===== src/lcpa_pkg.sv =====
package lcpa_pkg;

	// ------------------------------------------------------------
	// register offsets
	// ------------------------------------------------------------
	localparam logic [7:0] REG_FDBK_LO = 8'h02;
	localparam logic [7:0] REG_FDBK_HI = 8'h03;
	localparam logic [7:0] REG_PH_OFS  = 8'h04;
	localparam logic [7:0] REG_PH_RES  = 8'h05;

	// ------------------------------------------------------------
	// field widths and reset values
	// ------------------------------------------------------------
	localparam int         DIV_W       = 12;
	localparam int         CNT_W       = 13;
	localparam int         HI_W        = 4;
	localparam int         OFS_W       = 6;
	localparam int         RES_W       = 2;
	localparam logic [7:0] RST_FDBK_LO = 8'hFF;
	localparam logic [3:0] RST_FDBK_HI = 4'h0;
	localparam logic [5:0] RST_OFS     = 6'h00;
	localparam logic [1:0] RST_RES     = 2'h0;
	localparam logic [7:0] RDATA_ZERO  = 8'h00;

	// extra pixel clocks added to the programmed divider
	localparam logic [12:0] FDBK_EXTRA = 13'h0008;

	// ------------------------------------------------------------
	// resolution codes and per-period unit masks
	// ------------------------------------------------------------
	typedef enum logic [1:0] {
		LCPA_RES_16   = 2'h0,
		LCPA_RES_32   = 2'h1,
		LCPA_RES_RSVD = 2'h2,
		LCPA_RES_64   = 2'h3
	} lcpa_res_t;

	localparam logic [5:0] MASK_16 = 6'h0F;
	localparam logic [5:0] MASK_32 = 6'h1F;
	localparam logic [5:0] MASK_64 = 6'h3F;

	// last delay unit of a pixel period for a resolution code
	function automatic logic [5:0] lcpa_unit_mask(input logic [1:0] res);
		case (lcpa_res_t'(res))
			LCPA_RES_16: lcpa_unit_mask = MASK_16;
			LCPA_RES_32: lcpa_unit_mask = MASK_32;
			LCPA_RES_64: lcpa_unit_mask = MASK_64;
			default:     lcpa_unit_mask = MASK_16; // reserved code
		endcase
	endfunction : lcpa_unit_mask

endpackage : lcpa_pkg


===== src/lcpa_phase_if.sv =====
`timescale 1ns/1ns
`default_nettype none

// ------------------------------------------------------------
// link between control and phase generator
// ------------------------------------------------------------
interface lcpa_phase_if;
	logic [5:0] unit_mask;  // last unit index of a pixel period
	logic [5:0] offset;     // applied phase offset in units
	logic [5:0] unit_mask_nxt; // unit mask that governs the next unit
	logic [5:0] offset_nxt;    // offset that governs the next unit
	logic       period_end; // last unit of a pixel period
	logic       pix_clk;    // phase-shifted pixel clock level

	modport gen (
		input  unit_mask,
		input  offset,
		input  unit_mask_nxt,
		input  offset_nxt,
		output period_end,
		output pix_clk
	);
	modport ctl (
		output unit_mask,
		output offset,
		output unit_mask_nxt,
		output offset_nxt,
		input  period_end,
		input  pix_clk
	);
endinterface : lcpa_phase_if

`default_nettype wire


===== src/lcpa_phase_gen.sv =====
`timescale 1ns/1ns
`default_nettype none

module lcpa_phase_gen
	import lcpa_pkg::*;
(
	// clock and reset
	input  wire logic clk_i,
	input  wire logic rst_n_i,
	// control side
	lcpa_phase_if.gen ph
);

	// ------------------------------------------------------------
	// delay unit counter
	// ------------------------------------------------------------
	logic [5:0] unit_r;
	logic [5:0] unit_nxt;
	logic [5:0] rel_nxt;
	logic [5:0] half_w;
	logic       pix_clk_r;
	logic       pix_clk_nxt;

	// one pixel period is unit_mask+1 delay units
	assign ph.period_end = (unit_r == ph.unit_mask);
	assign unit_nxt      = ph.period_end ? '0 : unit_r + 6'h01;
	// position of the next unit relative to the delayed rising edge
	// next settings keep the first unit of a new line free of a stale level
	assign rel_nxt       = (unit_nxt - ph.offset_nxt)
		& ph.unit_mask_nxt;
	assign half_w        = (ph.unit_mask_nxt >> 1) + 6'h01;
	assign pix_clk_nxt   = (rel_nxt < half_w);
	assign ph.pix_clk    = pix_clk_r;

	// counter and registered clock level
	always_ff @(posedge clk_i) begin
		if (!rst_n_i) begin
			unit_r    <= '1; // wraps to unit 0 on the first edge
			pix_clk_r <= 1'b0;
		end else begin
			unit_r    <= unit_nxt;
			pix_clk_r <= pix_clk_nxt;
		end
	end
endmodule : lcpa_phase_gen

`default_nettype wire


===== src/lcpa_clock_ctrl.sv =====
`timescale 1ns/1ns
`default_nettype none

// Notes on behaviour
// - the 12-bit divider is the low nibble of 0x03 placed above the byte in 0x02.
// - each line holds the divider value plus eight pixel clock periods.
// - the offset in 0x04 bits 5..0 delays the pixel clock rise after sync rise.
// - the offset runs in unit steps from zero to one period less one unit.
// - a unit is one pixel period divided by the selected number of units.
// - resolution code 0, 1, 3 selects 16, 32, 64 units; code 2 is reserved.
// - reset clears divider high bits, phase offset and phase resolution.
// - the divider low byte resets to all ones; its bit 0 marks an odd total.
module lcpa_clock_ctrl
	import lcpa_pkg::*;
(
	// clock and reset
	input  wire logic       clk_i,
	input  wire logic       rst_n_i,
	// register access behind the serial port
	input  wire logic       reg_wr_i,
	input  wire logic       reg_rd_i,
	input  wire logic [7:0] reg_addr_i,
	input  wire logic [7:0] reg_wdata_i,
	output logic      [7:0] reg_rdata_o,
	// clock outputs
	output logic            pix_clk_o,
	output logic            hsync_rec_o
);

	// ------------------------------------------------------------
	// register decode
	// ------------------------------------------------------------
	logic [7:0]       fdbk_lo_r;
	logic [HI_W-1:0]  fdbk_hi_r;
	logic [OFS_W-1:0] ofs_r;
	logic [RES_W-1:0] res_r;
	logic             wr_lo_w;
	logic             wr_hi_w;
	logic             wr_ofs_w;
	logic             wr_res_w;
	logic [7:0]       rd_mux_w;

	assign wr_lo_w  = reg_wr_i && (reg_addr_i == REG_FDBK_LO);
	assign wr_hi_w  = reg_wr_i && (reg_addr_i == REG_FDBK_HI);
	assign wr_ofs_w = reg_wr_i && (reg_addr_i == REG_PH_OFS);
	assign wr_res_w = reg_wr_i && (reg_addr_i == REG_PH_RES);

	// read mux, reserved bits and unmapped offsets read zero
	assign rd_mux_w =
		(reg_addr_i == REG_FDBK_LO) ? fdbk_lo_r :
		(reg_addr_i == REG_FDBK_HI) ? {4'h0, fdbk_hi_r} :
		(reg_addr_i == REG_PH_OFS)  ? {2'h0, ofs_r} :
		(reg_addr_i == REG_PH_RES)  ? {6'h00, res_r} :
		RDATA_ZERO;

	// ------------------------------------------------------------
	// software registers
	// ------------------------------------------------------------
	always_ff @(posedge clk_i) begin
		if (!rst_n_i) begin
			fdbk_lo_r <= RST_FDBK_LO;
			fdbk_hi_r <= RST_FDBK_HI;
			ofs_r     <= RST_OFS;
			res_r     <= RST_RES;
		end else begin
			if (wr_lo_w)  fdbk_lo_r <= reg_wdata_i;
			if (wr_hi_w)  fdbk_hi_r <= reg_wdata_i[HI_W-1:0];
			if (wr_ofs_w) ofs_r     <= reg_wdata_i[OFS_W-1:0];
			if (wr_res_w) res_r     <= reg_wdata_i[RES_W-1:0];
		end
	end

	// registered read data
	always_ff @(posedge clk_i) begin
		if (!rst_n_i) begin
			reg_rdata_o <= RDATA_ZERO;
		end else if (reg_rd_i) begin
			reg_rdata_o <= rd_mux_w;
		end
	end

	// ------------------------------------------------------------
	// double-buffered working copies, taken at each line end
	// ------------------------------------------------------------
	logic [DIV_W-1:0] div_w;
	logic [DIV_W-1:0] div_act_r;
	logic [OFS_W-1:0] ofs_act_r;
	logic [RES_W-1:0] res_act_r;
	logic [CNT_W-1:0] modulus_w;
	logic [CNT_W-1:0] pix_cnt_r;
	logic [CNT_W-1:0] pix_cnt_nxt;
	logic             line_end_w;
	logic             sync_r;

	lcpa_phase_if ph ();

	assign div_w      = {fdbk_hi_r, fdbk_lo_r};
	assign modulus_w  = {1'b0, div_act_r} + FDBK_EXTRA;
	assign line_end_w = ph.period_end && (pix_cnt_r == modulus_w - 13'h0001);
	assign pix_cnt_nxt = line_end_w ? '0 :
		(ph.period_end ? pix_cnt_r + 13'h0001 : pix_cnt_r);

	// units per period and offset kept inside one period
	assign ph.unit_mask = lcpa_unit_mask(res_act_r);
	assign ph.offset    = ofs_act_r & ph.unit_mask;

	// settings for the next unit, the written ones at a line end
	assign ph.unit_mask_nxt = line_end_w ? lcpa_unit_mask(res_r)
		: ph.unit_mask;
	assign ph.offset_nxt    = line_end_w ? (ofs_r & ph.unit_mask_nxt)
		: ph.offset;

	// phase_double_buffered: new settings apply at a line boundary
	always_ff @(posedge clk_i) begin
		if (!rst_n_i) begin
			div_act_r <= {RST_FDBK_HI, RST_FDBK_LO};
			ofs_act_r <= RST_OFS;
			res_act_r <= RST_RES;
		end else if (line_end_w) begin
			div_act_r <= div_w;
			ofs_act_r <= ofs_r;
			res_act_r <= res_r;
		end
	end

	// ------------------------------------------------------------
	// feedback counter and recovered sync
	// ------------------------------------------------------------
	always_ff @(posedge clk_i) begin
		if (!rst_n_i) begin
			pix_cnt_r <= '0;
			sync_r    <= 1'b0;
		end else begin
			pix_cnt_r <= pix_cnt_nxt;
			sync_r    <= line_end_w;
		end
	end

	assign hsync_rec_o = sync_r;

	// pixel clock straight from the generator's flop
	assign pix_clk_o = ph.pix_clk;

	lcpa_phase_gen u_phase (
		.clk_i   (clk_i),
		.rst_n_i (rst_n_i),
		.ph      (ph)
	);

	// ------------------------------------------------------------
	// check helpers
	// ------------------------------------------------------------
	logic [CNT_W-1:0] per_cnt_h;
	logic [CNT_W-1:0] line_mod_h;
	logic             line_seen_h;

	// pixel periods since the last recovered sync
	always_ff @(posedge clk_i) begin
		if (!rst_n_i) begin
			per_cnt_h   <= '0;
			line_mod_h  <= '0;
			line_seen_h <= 1'b0;
		end else if (sync_r) begin
			per_cnt_h   <= ph.period_end ? 13'h0001 : '0;
			line_mod_h  <= modulus_w;
			line_seen_h <= 1'b1;
		end else if (ph.period_end) begin
			per_cnt_h   <= per_cnt_h + 13'h0001;
		end
	end
endmodule : lcpa_clock_ctrl

`default_nettype wire


===== config.mk =====
export PLATFORM = sky130hd
export DESIGN_NAME = lcpa_clock_ctrl
export DESIGN_NICKNAME = d
export VERILOG_FILES = /design/src/lcpa_pkg.sv /design/src/lcpa_phase_if.sv /design/src/lcpa_phase_gen.sv /design/src/lcpa_clock_ctrl.sv
export SDC_FILE = /design/constraint.sdc
export NUM_CORES = 1
export LEC_CHECK = 0
export BUFFER_PORTS_ARGS = -buffer_cell sky130_fd_sc_hd__buf_4
export CAP_MARGIN = 0
export CORE_MARGIN = 5
export CORE_UTILIZATION = 55
export CTS_BUF_LIST = sky130_fd_sc_hd__clkbuf_8
export CTS_CLUSTER_DIAMETER = 50
export DETAILED_ROUTE_END_ITERATION = 12
export PLACE_DENSITY = 0.75
export SLEW_MARGIN = 10
export SYNTH_ARGS = -nofsm -noshare
export SYNTH_HDL_FRONTEND = slang
export SYNTH_SLANG_ARGS = --single-unit
export TNS_END_PERCENT = 30

===== constraint.sdc =====
create_clock -name clk_i -period 6.9 [get_ports clk_i]
set_input_delay 0.345 -clock clk_i [delete_from_list [all_inputs] [get_ports clk_i]]
set_output_delay 0.345 -clock clk_i [all_outputs]
set_load 0.02 [all_outputs]

---- Word-level counts from Yosys, hierarchy flattened ----
Cells that the tools add are included.
word-level totals
  bits in registers ....................... 69
  memories ................................ 0
  bits in writable memories ............... 0
  output and inout bits ................... 10
  bits in read-only memories .............. 0
  word-level logic and storage cells ...... 48
  latch bits .............................. 0
cells by class
  muxes and demuxes ....................... 9
  shift operators ......................... 0
  reductions and logical operators ........ 6
  bitwise gates (word level) .............. 4
  $add $sub $neg .......................... 6
  divide/modulo/power cells ............... 0
  magnitude comparators ................... 1
  equality and inequality tests ........... 10
  multipliers ............................. 0
operator list
  kind                     count
  $mux W6                  5
  $pmux W6 S2              2
  $and A6 B6 Y6            3
  $eq A8 B2 Y1 const B     2
  $eq A8 B3 Y1 const B     2
  $add A12 B4 Y13 const B  1
  $add A13 B1 Y13 const B  1
  $eq A13 B13 Y1           1
  $sub A13 B1 Y13 const B  1
  $mux W8                  1
  $add A5 B1 Y6 const B    1
  $add A6 B1 Y6 const B    1
  $eq A6 B6 Y1             1
  $lt A6 B6 Y1             1
  $sub A6 B6 Y6            1
  $logic_and A1 B1 Y1      5
  $eq A2 B1 Y1 const B     2
  $eq A2 B2 Y1 const B     2
  $mux W2                  1
  $reduce_or A2 Y1         1
  $not A1 Y1               1

---- Logic depth before layout (Yosys ltp) ----
Gate-level depths: netlist of run 1.
  word-level depth ........................ 10
  gate-level depth with buffers ........... 20
  gate-level depth less buffers ........... 19

---- Cells and area by module ----
From an unflattened synthesis of run 1, not the netlist that was laid out.
second synthesis, totals
  cells, all modules ...................... 486
  area total of the unflattened synthesis .. 3931.3 um^2
by module, submodules not included
  module           cells each  area an instance (um^2)  seq. area each (um^2)  times used
  lcpa_clock_ctrl  394         3164.3                   1241.2                 1
  lcpa_phase_gen   92          767.0                    140.1                  1

---- Worst setup path after synthesis of run 1 ----
No wires, ideal clock.
  path kind ............................... register to register
  start ................................... register div_act_r[0]
  end ..................................... register u_phase.pix_clk_r, in the netlist u_phase.ph.pix_clk
  setup slack ............................. 2.978 ns
  stages on the path, launching flop included .. 21
  arrival ................................. 3.836 ns
  period minus slack after synthesis ...... 3.922 ns
  path buffers ............................ 1
  cell sequence ........................... dfxtp_1 -> inv_1 -> ha_1 -> nor2b_1 -> o221a_2 -> a311o_1 -> o22a_1 -> nand3_1 -> buf_2 -> mux2i_1 -> ha_1 -> a21oi_1 -> o211a_1 -> nand4_1 -> nand4_1 -> and3_1 -> nor3_1 -> ha_1 -> o21ai_0 -> nand2b_1 -> a211oi_1
between the ends
  word-level cells in the longest chain between the ends .. 10
  elaborated cells between the ends (all ways) .. 11
  those cells by class .................... add/sub: 4; order compare: 1; eq/ne: 1; mux: 2; bitwise: 2; reduce/logical: 1
RTL lines
  what                    RTL line                text
  start, declared         lcpa_clock_ctrl.sv:86   logic [DIV_W-1:0] div_act_r;
  start signal, assigned  lcpa_clock_ctrl.sv:116  div_act_r <= {RST_FDBK_HI, RST_FDBK_LO};
  start signal, assigned  lcpa_clock_ctrl.sv:120  div_act_r <= div_w;
  $add A12 B4 Y13 *       lcpa_clock_ctrl.sv:98   assign modulus_w = {1'b0, div_act_r} + FDBK_EXTRA;
  $sub A13 B1 Y13 *       lcpa_clock_ctrl.sv:99   assign line_end_w = ph.period_end && (pix_cnt_r == modulus_w - 13'h0001);
  $eq A13 B13 Y1 *        lcpa_clock_ctrl.sv:99
  $logic_and A1 B1 Y1 *   lcpa_clock_ctrl.sv:99
  $mux W6                 lcpa_clock_ctrl.sv:108  assign ph.unit_mask_nxt = line_end_w ? lcpa_unit_mask(res_r)
  $and A6 B6 Y6           lcpa_clock_ctrl.sv:110  assign ph.offset_nxt = line_end_w ? (ofs_r & ph.unit_mask_nxt)
  $mux W6                 lcpa_clock_ctrl.sv:110
  $sub A6 B6 Y6           lcpa_phase_gen.sv:29    assign rel_nxt = (unit_nxt - ph.offset_nxt)
  $and A6 B6 Y6           lcpa_phase_gen.sv:30    & ph.unit_mask_nxt;
  $lt A6 B6 Y1 *          lcpa_phase_gen.sv:32    assign pix_clk_nxt = (rel_nxt < half_w);
  end signal, assigned    lcpa_phase_gen.sv:42    pix_clk_r <= pix_clk_nxt;
  end, declared           lcpa_phase_gen.sv:21    logic pix_clk_r;
Every way passes the cells marked *; elsewhere a longest branch is shown, timed or not.
A chain may end at the register's enable or synchronous reset.

---- Worst setup path after layout of run 1 ----
Ends and elaborated chain as after synthesis.

==> impl_metrics.json, run 1 <==
{
  "setup_tns_ns": 0,
  "synthesis.area_per_instance_um2": 8.66,
  "min_period_ns": 4.69,
  "cts.reportedPaths.clkPinSlew_ns": 0.08,
  "synth_cell_types": 55,
  "drt-total-wl_mm": 8.29,
  "total_leakage_power_nw": 1.81,
  "synthesis.area_um2": 3570,
  "grt_max_degree": 23,
  "timing.max_cap.violations": 0,
  "synth_top_cell_by_area": "dfxtp_1",
  "asyncSetResetFlopFracSynth": 0,
  "timing.setup.critical_path_class": "reg -> reg",
  "worst_ir_drop_vdd_mv": 0.170,
  "postCtsHoldBufs": 0,
  "vias_per_cell": 5.88,
  "min_path_type": "in -> reg",
  "cp_top_family": "compound AO/OA/AOI/OAI gates",
  "die_y_um": 90.6,
  "synthDominantCellAreaShare": 0.386,
  "setup_viol": 0,
  "grt_pass1_wl_mm": 14.1,
  "crit_chain": "inv_1, ha_1, nor2b_1, o221a_2, a311o_1, o22a_1, nand3_1, buf_4, mux2i_1, ha_1, a21oi_1, o211a_1, nand4_1, nand4_1, a21oi_1, nor3_1, ha_1, o21ai_0, nand2b_1, a211oi_1",
  "final_max_slew_violation_count": 0,
  "path_buf_inv": 2,
  "crit_arrival_ns": 4.96,
  "groute.usage.overall": 0.209,
  "cp-end-kind": "flip-flop",
  "yosys_register_bits": 69,
  "die_width_um": 90.6,
  "power.density_cell_area_nw_per_um2": 230,
  "dp_hpwl_mm": 6.11,
  "timing.critical_path.slowest_stage_cell": "dfxtp_1",
  "crit_path_max_incr_delay_ns": 0.42,
  "drt.antenna.violating_nets": 0,
  "post-cts-setup-buffers": 0,
  "tightest_slew_ns": 1.05,
  "final-instance-count-excl-fill": 519,
  "io_pins": 30,
  "post_synth_fa_ha_maj_area_fraction": 0.0385,
  "cell_type_with_the_highest_occurrence_count_on_the_critical_path": "ha_1",
  "dr.pass1.iters": 4,
  "area_fraction_in_compound_gates_after_synthesis": 0.119,
  "run_status": "finished, final reports clean",
  "yosysSeqAreaShare": 0.386,
  "yosys_warnings": 0,
  "final_util": 0.641,
  "place.detailed.instances": 503,
  "ys_top_cells_by_area": "dfxtp_1, mux2i_1, nor2_1",
  "clk_root_buffer_cell": "clkbuf_8",
  "achievable-frequency_mhz": 213,
  "htreeDepth": 3,
  "synth_top_family_by_area": "simple AND/OR/NAND/NOR gates",
  "layout_overhead_on_the_synthesized_area_pct": 13.8,
  "count_of_vias_placed_by_the_detailed_router": 3050,
  "cts.repair.resized": 0,
  "crit_fanout": 12,
  "antenna_violations_before_repair": 0,
  "ys_dominant_reg_cell": "dfxtp_1",
  "port-buffer-count": 29,
  "max_slew_margin": 0.300,
  "first_global_vias": 2908,
  "cts.sinks": 69,
  "grt_setup_unrepaired": "false",
  "drcViolationCount": 0,
  "std_cell_rows": 29,
  "mappedNetlistNets": 444,
  "num_antenna_cells": 0,
  "core_um2": 6350,
  "drt_iter0_drc": 227,
  "cts_tree": "yes",
  "grt_remaining_overflow": 0,
  "finalCritPeriodShare": 0.680,
  "yosys-mux-area-fraction": 0.0991,
  "required_time_at_the_endpoint_of_the_critical_path_ns": 7.17,
  "synth_enable_flop_cells": 0,
  "clockBufferDepth": 2,
  "area_fraction_in_and_or_nand_and_nor_cells_after_synthesis": 0.252,
  "avgRoutedWirePerCell_um": 16.0,
  "drive_above_1_share": 0.147,
  "worstSkewPairLatency_ns": 0.35,
  "cts_made_buffers": 9,
  "start_util": 0.563,
  "fp.dieArea_um2": 8210,
  "timing.final.hold_violations": 0,
  "category_of_the_worst_setup_path_launch_point": "flip-flop",
  "nNetsFinal": 468,
  "clock_skew_ns": 0.00669,
  "synthXorXnorAreaFrac": 0.0686,
  "gp_congestion": 0.842,
  "post_synth_inst_count": 413
}
-- final timing paths --
path / end / slack (ns) / start / cells after the start
worst max register to register: u_phase.ph.pix_clk$_SDFF_PN0_ / 2.21 / div_act_r[0]$_SDFFE_PN1N_ / 20
worst max-delay path: u_phase.ph.pix_clk$_SDFF_PN0_ / 2.21 / div_act_r[0]$_SDFFE_PN1N_ / 20
worst min register to register: reg_rdata_o[7]$_SDFFE_PN0P_ / 0.47 / reg_rdata_o[7]$_SDFFE_PN0P_ / 2
worst min-delay path: fdbk_lo_r[4]$_SDFFE_PN1P_ / 0.20 / reg_wdata_i[4] / 3
-- per-stage QoR --
step | total power, mW | cell area, um^2 | worst slack, ns | hold slack (ns)
4_1_cts | 0.941 | 4070 | 2.23 | 0.198
3_5_place_dp | 0.562 | 3830 | 2.24 | 0.461
3_3_place_gp | 0.559 | 3830 | 2.48 | 0.452
6_report | 0.936 | 4070 | 2.21 | 0.203
2_1_floorplan | 0.522 | 3570 | 2.98 | 0.418
5_1_grt | 0.981 | 4070 | 1.90 | 0.198
-- worst min-delay path: stages --
cell,delay [ns]
buf_4,0.08
nand2_1,0.04
nand3_1,0.06
-- cell usage in the layout, fill, tap and decap left out, types with 7 or more instances in the layout --
cell / instances
nor2_1: 59
o21ai_0: 12
nand4_1: 7
xnor2_1: 15
mux2i_1: 32
clkbuf_8: 11
ha_1: 11
nand3_1: 25
inv_1: 10
nand2_1: 39
nor3_1: 8
xor2_1: 13
buf_4: 33
a21oi_1: 10
dfxtp_1: 69
-- final cells by class --
type,count,area (um^2)
Sequential cell,69,1380
Clock inverter,5,82.6
Clock buffer,11,151
Tap cell,77,96.3
Timing Repair Buffer,33,248
Fill cell,546,2280
Multi-Input combinational cell,312,2060
Inverter,12,45.0
-- kinds of logic (layout without fill, tap and decap cells) --
family          count (synthesis)  count (layout)
compound gates                 57              57
mux                            35              35
flops                          69              69
xor+xnor                       28              28
buf+inv                        32              61
fa+ha+maj                      11              11
simple gates                  181             181
-- sequential cells by signal, summed over array words and instances (netlist names) --
name and count:
ofs_act_r 6, u_phase.unit_r 6, res_act_r 2, fdbk_hi_r 4, div_act_r 12, res_r 2, ofs_r 6, fdbk_lo_r 8
reg_rdata_o 8, pix_cnt_r 13, u_phase.ph.pix_clk 1, hsync_rec_o 1
-- Yosys cell counts, types with 5 or more instances --
master / number
nor3_1: 8
nand4_1: 7
mux2i_1: 32
xor2_1: 13
a22oi_1: 5
a21oi_1: 10
nor2_1: 59
xnor2_1: 15
nor3b_1: 5
o21ai_0: 12
nor4_1: 5
nand2_1: 39
buf_2: 7
dfxtp_1: 69
nand3_1: 25
inv_1: 10
and3_1: 5
clkbuf_1: 12
ha_1: 11
-- power breakdown --
| group | internal, mW | leakage (nW) | switching, mW | total, mW |
|---|---|---|---|---|
| clock network | 0.224 | 0.120 | 0.157 | 0.381 |
| registers | 0.410 | 0.559 | 0.0109 | 0.421 |
| logic | 0.0623 | 1.13 | 0.0716 | 0.134 |
| total | 0.696 | 1.81 | 0.240 | 0.936 |
-- per-layer routing --
metal  GRT usage  up-vias  part of all wire
met5           0        -                 0
met4      0.0658        0             0.016
met3      0.0575       15             0.050
met2       0.339       65              0.49
met1       0.269     1454              0.45
li1            -     1516                 -
Note: power is estimated with default switching activity, not from simulation.
==> run 2: changes to the inputs <==
- clock period: 6.9 -> 4.5 ns (I/O delays scaled with it)
==> run 2 against run 1 <==
  * Fmax increased by 13%
  * Highest routed layer unchanged
  * Sequential power up 53%
  * Wire length shrank 0.23%
  * Clock power grew 48%
  * Register-to-register slack worse by 1.9 ns
  * Worst hold slack worse by 0.12 ns
  * Utilization shrank 0.16 points
  * Combinational power grew 52%
  * Power increased by 51%
==> impl_metrics.json, run 2 (synthesis gave the netlist of run 1 again) <==
{
  "num_antenna_cells": 0,
  "use_met3": 0.0525,
  "max_slew_margin": 0.277,
  "grt_setup_unrepaired": "false",
  "dp_hpwl_mm": 5.99,
  "timing.max_cap.violations": 0,
  "min_path_type": "in -> reg",
  "cp-end-kind": "flip-flop",
  "area_used_by_multi_input_combinational_logic_um2": 2060,
  "io_pins": 30,
  "layout.cells.most_common_list": "dfxtp_1, nor2_1, nand2_1",
  "global_route.usage.met2": 0.349,
  "clockBufferDepth": 2,
  "nNetsFinal": 468,
  "hold_ws_ns": 0.0816,
  "drt-total-wl_mm": 8.27,
  "min_period_ns": 4.17,
  "cts.sinks": 69,
  "biggestRegsByFlops": "pix_cnt_r x13, div_act_r x12",
  "core_um2": 6350,
  "required_time_at_the_endpoint_of_the_critical_path_ns": 4.74,
  "worstSkewPairLatency_ns": 0.35,
  "tightest_slew_ns": 1.08,
  "groute.usage.overall": 0.212,
  "port-buffer-count": 29,
  "layout.cells.most_common": "dfxtp_1",
  "start_util": 0.563,
  "fillCellCount": 547,
  "grt_remaining_overflow": 0,
  "drcViolationCount": 0,
  "count_of_vias_placed_by_the_detailed_router": 3015,
  "cts_made_buffers": 9,
  "finish.instance_area_um2": 4060,
  "fp.dieArea_um2": 8210,
  "register_containing_the_most_flip_flops_in_the_final_layout": "pix_cnt_r",
  "crit_fanout": 5,
  "setup_tns_ns": 0,
  "worst_ir_drop_vdd_mv": 0.315,
  "p_seq_frac": 0.457,
  "drt.antenna.violating_nets": 0,
  "fraction_of_power_spent_switching_nets": 0.265,
  "cts.reportedPaths.clkPinSlew_ns": 0.08,
  "power.net_switching_mw": 0.373,
  "post-cts-setup-buffers": 0,
  "cts.repair.resized": 0,
  "final_util": 0.639,
  "postCtsHoldBufs": 0,
  "clockPowerShare": 0.398,
  "timing.final.hold_violations": 0,
  "cts_tree": "yes",
  "achievable-frequency_mhz": 240,
  "category_of_the_worst_setup_path_launch_point": "flip-flop",
  "vias_per_cell": 5.81,
  "grt_pass1_wl_mm": 14.3,
  "die_y_um": 90.6,
  "layout_overhead_on_the_synthesized_area_pct": 13.5,
  "seqCellArea_um2": 1380,
  "total_leakage_power_nw": 1.80,
  "clock_skew_ns": 0.00839,
  "max_reg_flops": 13,
  "drt_iter0_drc": 208,
  "first_global_vias": 2949,
  "final_max_slew_violation_count": 0,
  "grt_max_degree": 37,
  "combPwrFrac": 0.144,
  "drive_above_1_share": 0.147,
  "setup_viol": 0,
  "most_used_routing_layer": "met2",
  "gp_congestion": 0.888,
  "std_cell_rows": 29,
  "timing.setup.critical_path_class": "reg -> reg",
  "dr.pass1.iters": 4,
  "htreeDepth": 3,
  "clk_root_buffer_cell": "clkbuf_8",
  "finalCritPeriodShare": 0.926,
  "crit_arrival_ns": 4.41,
  "grt_use_met1": 0.277,
  "placement.cell_area_um2": 3830,
  "power.density_cell_area_nw_per_um2": 347,
  "avgRoutedWirePerCell_um": 15.9,
  "run_status": "finished, final reports clean",
  "antenna_violations_before_repair": 0,
  "die_width_um": 90.6,
  "power_report.internal_total_mw": 1.04
}
## run 2: cell count changes in the layout (fill, tap and decap cells not counted)
cell	previous run	this run
clkbuf_8	11	9
clkinv_2	1	0
clkinvlp_4	0	3
## run 2: power groups by stage
stage               clock network (mW)  logic (mW)  registers, mW
floorplan                            0       0.139          0.662
global placement                     0       0.196          0.658
detailed placement                   0       0.202          0.658
CTS                              0.573       0.204          0.644
global route                     0.606       0.228          0.648
finish                           0.562       0.204          0.644
## run 2: final timing paths
check | from | endpoint | cells after the start | slack (ns)
worst min register to register | reg_rdata_o[7]$_SDFFE_PN0P_ | reg_rdata_o[7]$_SDFFE_PN0P_ | 2 | 0.47
worst max-delay path | div_act_r[0]$_SDFFE_PN1N_ | u_phase.ph.pix_clk$_SDFF_PN0_ | 19 | 0.33
worst min-delay path | reg_wdata_i[6] | fdbk_lo_r[6]$_SDFFE_PN1P_ | 3 | 0.08
worst max register to register | div_act_r[0]$_SDFFE_PN1N_ | u_phase.ph.pix_clk$_SDFF_PN0_ | 19 | 0.33
## run 2: metal layers
| metal | up-vias | share of wire |
|---|---|---|
| met5 | - | 0 |
| met4 | 0 | 0.0082 |
| met3 | 8 | 0.045 |
| met2 | 66 | 0.48 |
| met1 | 1428 | 0.46 |
| li1 | 1513 | - |
## run 2: cell type report
| cell class | count | share of cell area |
|---|---|---|
| clock buffer | 9 | 0.0305 |
| clock inverter | 7 | 0.0247 |
| inverter | 12 | 0.0111 |
| multi-input combinational | 312 | 0.509 |
| sequential | 69 | 0.340 |
| tap | 77 | 0.0237 |
| timing repair buffer | 33 | 0.0610 |
## run 2: worst max-delay path: stages (launching register included)
cell and delay [ns]:
dfxtp_1 0.41, inv_1 0.09, ha_1 0.25, nor2b_1 0.18, o221a_2 0.31, a311o_1 0.34
o22a_1 0.23, nand3_1 0.21, mux2i_1 0.26, ha_1 0.27, a21oi_1 0.17, o211a_1 0.17
nand4_1 0.12, nand4_1 0.15, and3_1 0.17, nor3_1 0.05, ha_1 0.30, o21ai_0 0.07
nand2b_1 0.08, a211oi_1 0.21
## run 2: metrics by stage
step / worst slack [ns] / cells / power (mW)
global placement: 0.533 / 503 / 0.854
global route: 0.0406 / 519 / 1.48
finish: 0.333 / 519 / 1.41
floorplan: 0.578 / 413 / 0.801
detailed placement: 0.377 / 503 / 0.860
CTS: 0.361 / 519 / 1.42
==> run 3: changes to the inputs <==
- GPL_ROUTABILITY_DRIVEN: not set -> 1
- PLACE_DENSITY: 0.75 -> 0.74
- REMOVE_ABC_BUFFERS: not set -> 1
==> run 3 against run 2 <==
  * Utilization is 0.26 points lower
  * Worst hold slack better by 0.0070 ns
  * First-iteration DRC count is 8.7% lower
  * Cell area is 0.40% lower
  * Register-to-register slack worse by 0.06 ns
  * Global-route usage is 1.1 points lower
  * Critical endpoint unchanged
  * Largest power group unchanged
  * Highest routed layer unchanged
==> impl_metrics.json, run 3 (synthesis gave the netlist of run 1 again) <==
{
  "cell_type_with_the_highest_occurrence_count_on_the_critical_path": "ha_1",
  "dr.pass1.iters": 4,
  "crit_fanout": 7,
  "run_status": "finished, final reports clean",
  "groute.usage.overall": 0.201,
  "place_worst_setup_slack_ns": 0.269,
  "crit_path_max_incr_delay_ns": 0.40,
  "final_max_slew_violation_count": 0,
  "worst_ir_drop_vdd_mv": 0.263,
  "grt_max_degree": 37,
  "drt-total-wl_mm": 8.02,
  "drcViolationCount": 0,
  "gp_congestion": 0.848,
  "cts.sinks": 69,
  "timing.setup.critical_path_class": "reg -> reg",
  "max_slew_margin": 0.248,
  "clock_skew_ns": 0.0103,
  "drive_above_1_share": 0.149,
  "postCtsHoldBufs": 0,
  "layout.cells.most_common": "dfxtp_1",
  "htreeDepth": 3,
  "met2RoutedLength_mm": 3.83,
  "total_leakage_power_nw": 1.78,
  "finalPower_mw": 1.35,
  "post-cts-setup-buffers": 0,
  "port-buffer-count": 29,
  "clk_root_buffer_cell": "clkbuf_8",
  "setup_viol": 0,
  "grt_remaining_overflow": 0,
  "timing.final.hold_violations": 0,
  "first_global_vias": 2874,
  "min_period_ns": 4.22,
  "start_util": 0.563,
  "achievable-frequency_mhz": 237,
  "drt-met1-wl_mm": 3.75,
  "setup_tns_ns": 0,
  "drt_iter0_drc": 190,
  "tightest_slew_ns": 1.13,
  "count_of_vias_placed_by_the_detailed_router": 3029,
  "nNetsFinal": 468,
  "cts.reportedPaths.clkPinSlew_ns": 0.08,
  "setup_slack_ns": 0.276,
  "crit_chain": "inv_1, ha_1, nor2b_1, o221a_2, a311o_1, o22a_1, nand3_1, buf_6, mux2i_2, ha_1, a21oi_1, o211a_1, o41ai_2, nand4_1, and3_1, nor3_1, ha_1, o21ai_0, nand2b_1, a211oi_1",
  "antenna_violations_before_repair": 0,
  "final_util": 0.637,
  "worstSkewPairLatency_ns": 0.35,
  "dr_wl_met3_um": 339,
  "vias_per_cell": 5.84,
  "io_pins": 30,
  "crit_arrival_ns": 4.46,
  "std_cell_rows": 29,
  "cts_tree": "yes",
  "cts_made_buffers": 9,
  "clockBufferDepth": 2,
  "hold_ws_ns": 0.0885,
  "fp.dieArea_um2": 8210,
  "cp-end-kind": "flip-flop",
  "category_of_the_worst_setup_path_launch_point": "flip-flop",
  "timing.max_cap.violations": 0,
  "timing.critical_path.slowest_stage_cell": "dfxtp_1",
  "die_width_um": 90.6,
  "layout.cells.most_common_list": "dfxtp_1, nor2_1, nand2_1",
  "power.density_cell_area_nw_per_um2": 335,
  "cts.repair.resized": 0,
  "register_containing_the_most_flip_flops_in_the_final_layout": "pix_cnt_r",
  "finalCritPeriodShare": 0.939,
  "avgRoutedWirePerCell_um": 15.5,
  "grt_pass1_wl_mm": 13.6,
  "die_y_um": 90.6,
  "core_um2": 6350,
  "max_reg_flops": 13,
  "layout_overhead_on_the_synthesized_area_pct": 13.1,
  "drt.antenna.violating_nets": 0,
  "num_antenna_cells": 0,
  "dp_hpwl_mm": 5.86,
  "min_path_type": "in -> reg",
  "biggestRegsByFlops": "pix_cnt_r x13, div_act_r x12",
  "required_time_at_the_endpoint_of_the_critical_path_ns": 4.74,
  "top_signal_layer_used": "met4"
}
run 3: cell count changes in the layout (fill, tap and decap cells not counted), sizes merged:
| cell | delta |
|---|---|
| bufinv | -1 |
| inv | +2 |
| clkinvlp | -1 |
run 3: per-layer routing:
| layer | global-route usage | vias to the layer above |
|---|---|---|
| met1 | 0.271 | 1441 |
| met3 | 0.0517 | 10 |
| met4 | 0.0633 | 0 |
| li1 | - | 1514 |
| met2 | 0.313 | 64 |
| met5 | 0 | - |
run 3: critical path, delay by kind of cell, from the launching register on:
kind,cells,cell delay (ns)
multiplexers,1,0.25
AND/OR/NAND/NOR,6,1.02
buffers and inverters,2,0.26
adder cells (fa/ha/maj),3,0.68
AO/OA/AOI/OAI,8,1.51
flip-flops,1,0.40
run 3: power breakdown:
| group | total, mW | internal (mW) | switching [mW] |
|---|---|---|---|
| Clock | 0.503 | 0.257 | 0.245 |
| Combinational | 0.208 | 0.0959 | 0.113 |
| Sequential | 0.643 | 0.628 | 0.0145 |
run 3: worst paths after layout:
kind         cells past startpoint                   startpoint  slack [ns]                             to
max                             20    div_act_r[1]$_SDFFE_PN1N_        0.28  u_phase.ph.pix_clk$_SDFF_PN0_
min                              3               reg_wdata_i[6]        0.09      fdbk_lo_r[6]$_SDFFE_PN1P_
max reg2reg                     20    div_act_r[1]$_SDFFE_PN1N_        0.28  u_phase.ph.pix_clk$_SDFF_PN0_
min reg2reg                      2  reg_rdata_o[6]$_SDFFE_PN0P_        0.47    reg_rdata_o[6]$_SDFFE_PN0P_
run 3: per-stage QoR:
stage                     instance area [um^2]  cells
final                                     4040    519
after global routing                      4040    519
after CTS                                 4030    519
after detailed placement                  3830    503
after global placement                    3830    503
after floorplan                           3490    393
run 3: layout make-up:
| class | count | area [um^2] |
|---|---|---|
| clock buffers | 9 | 124 |
| inverters | 12 | 45.0 |
| well taps | 77 | 96.3 |
| repair buffers | 33 | 251 |
| clock inverters | 7 | 75.1 |
| multi-input cells | 312 | 2070 |
| fillers | 543 | 2310 |
| flip-flops and latches | 69 | 1380 |
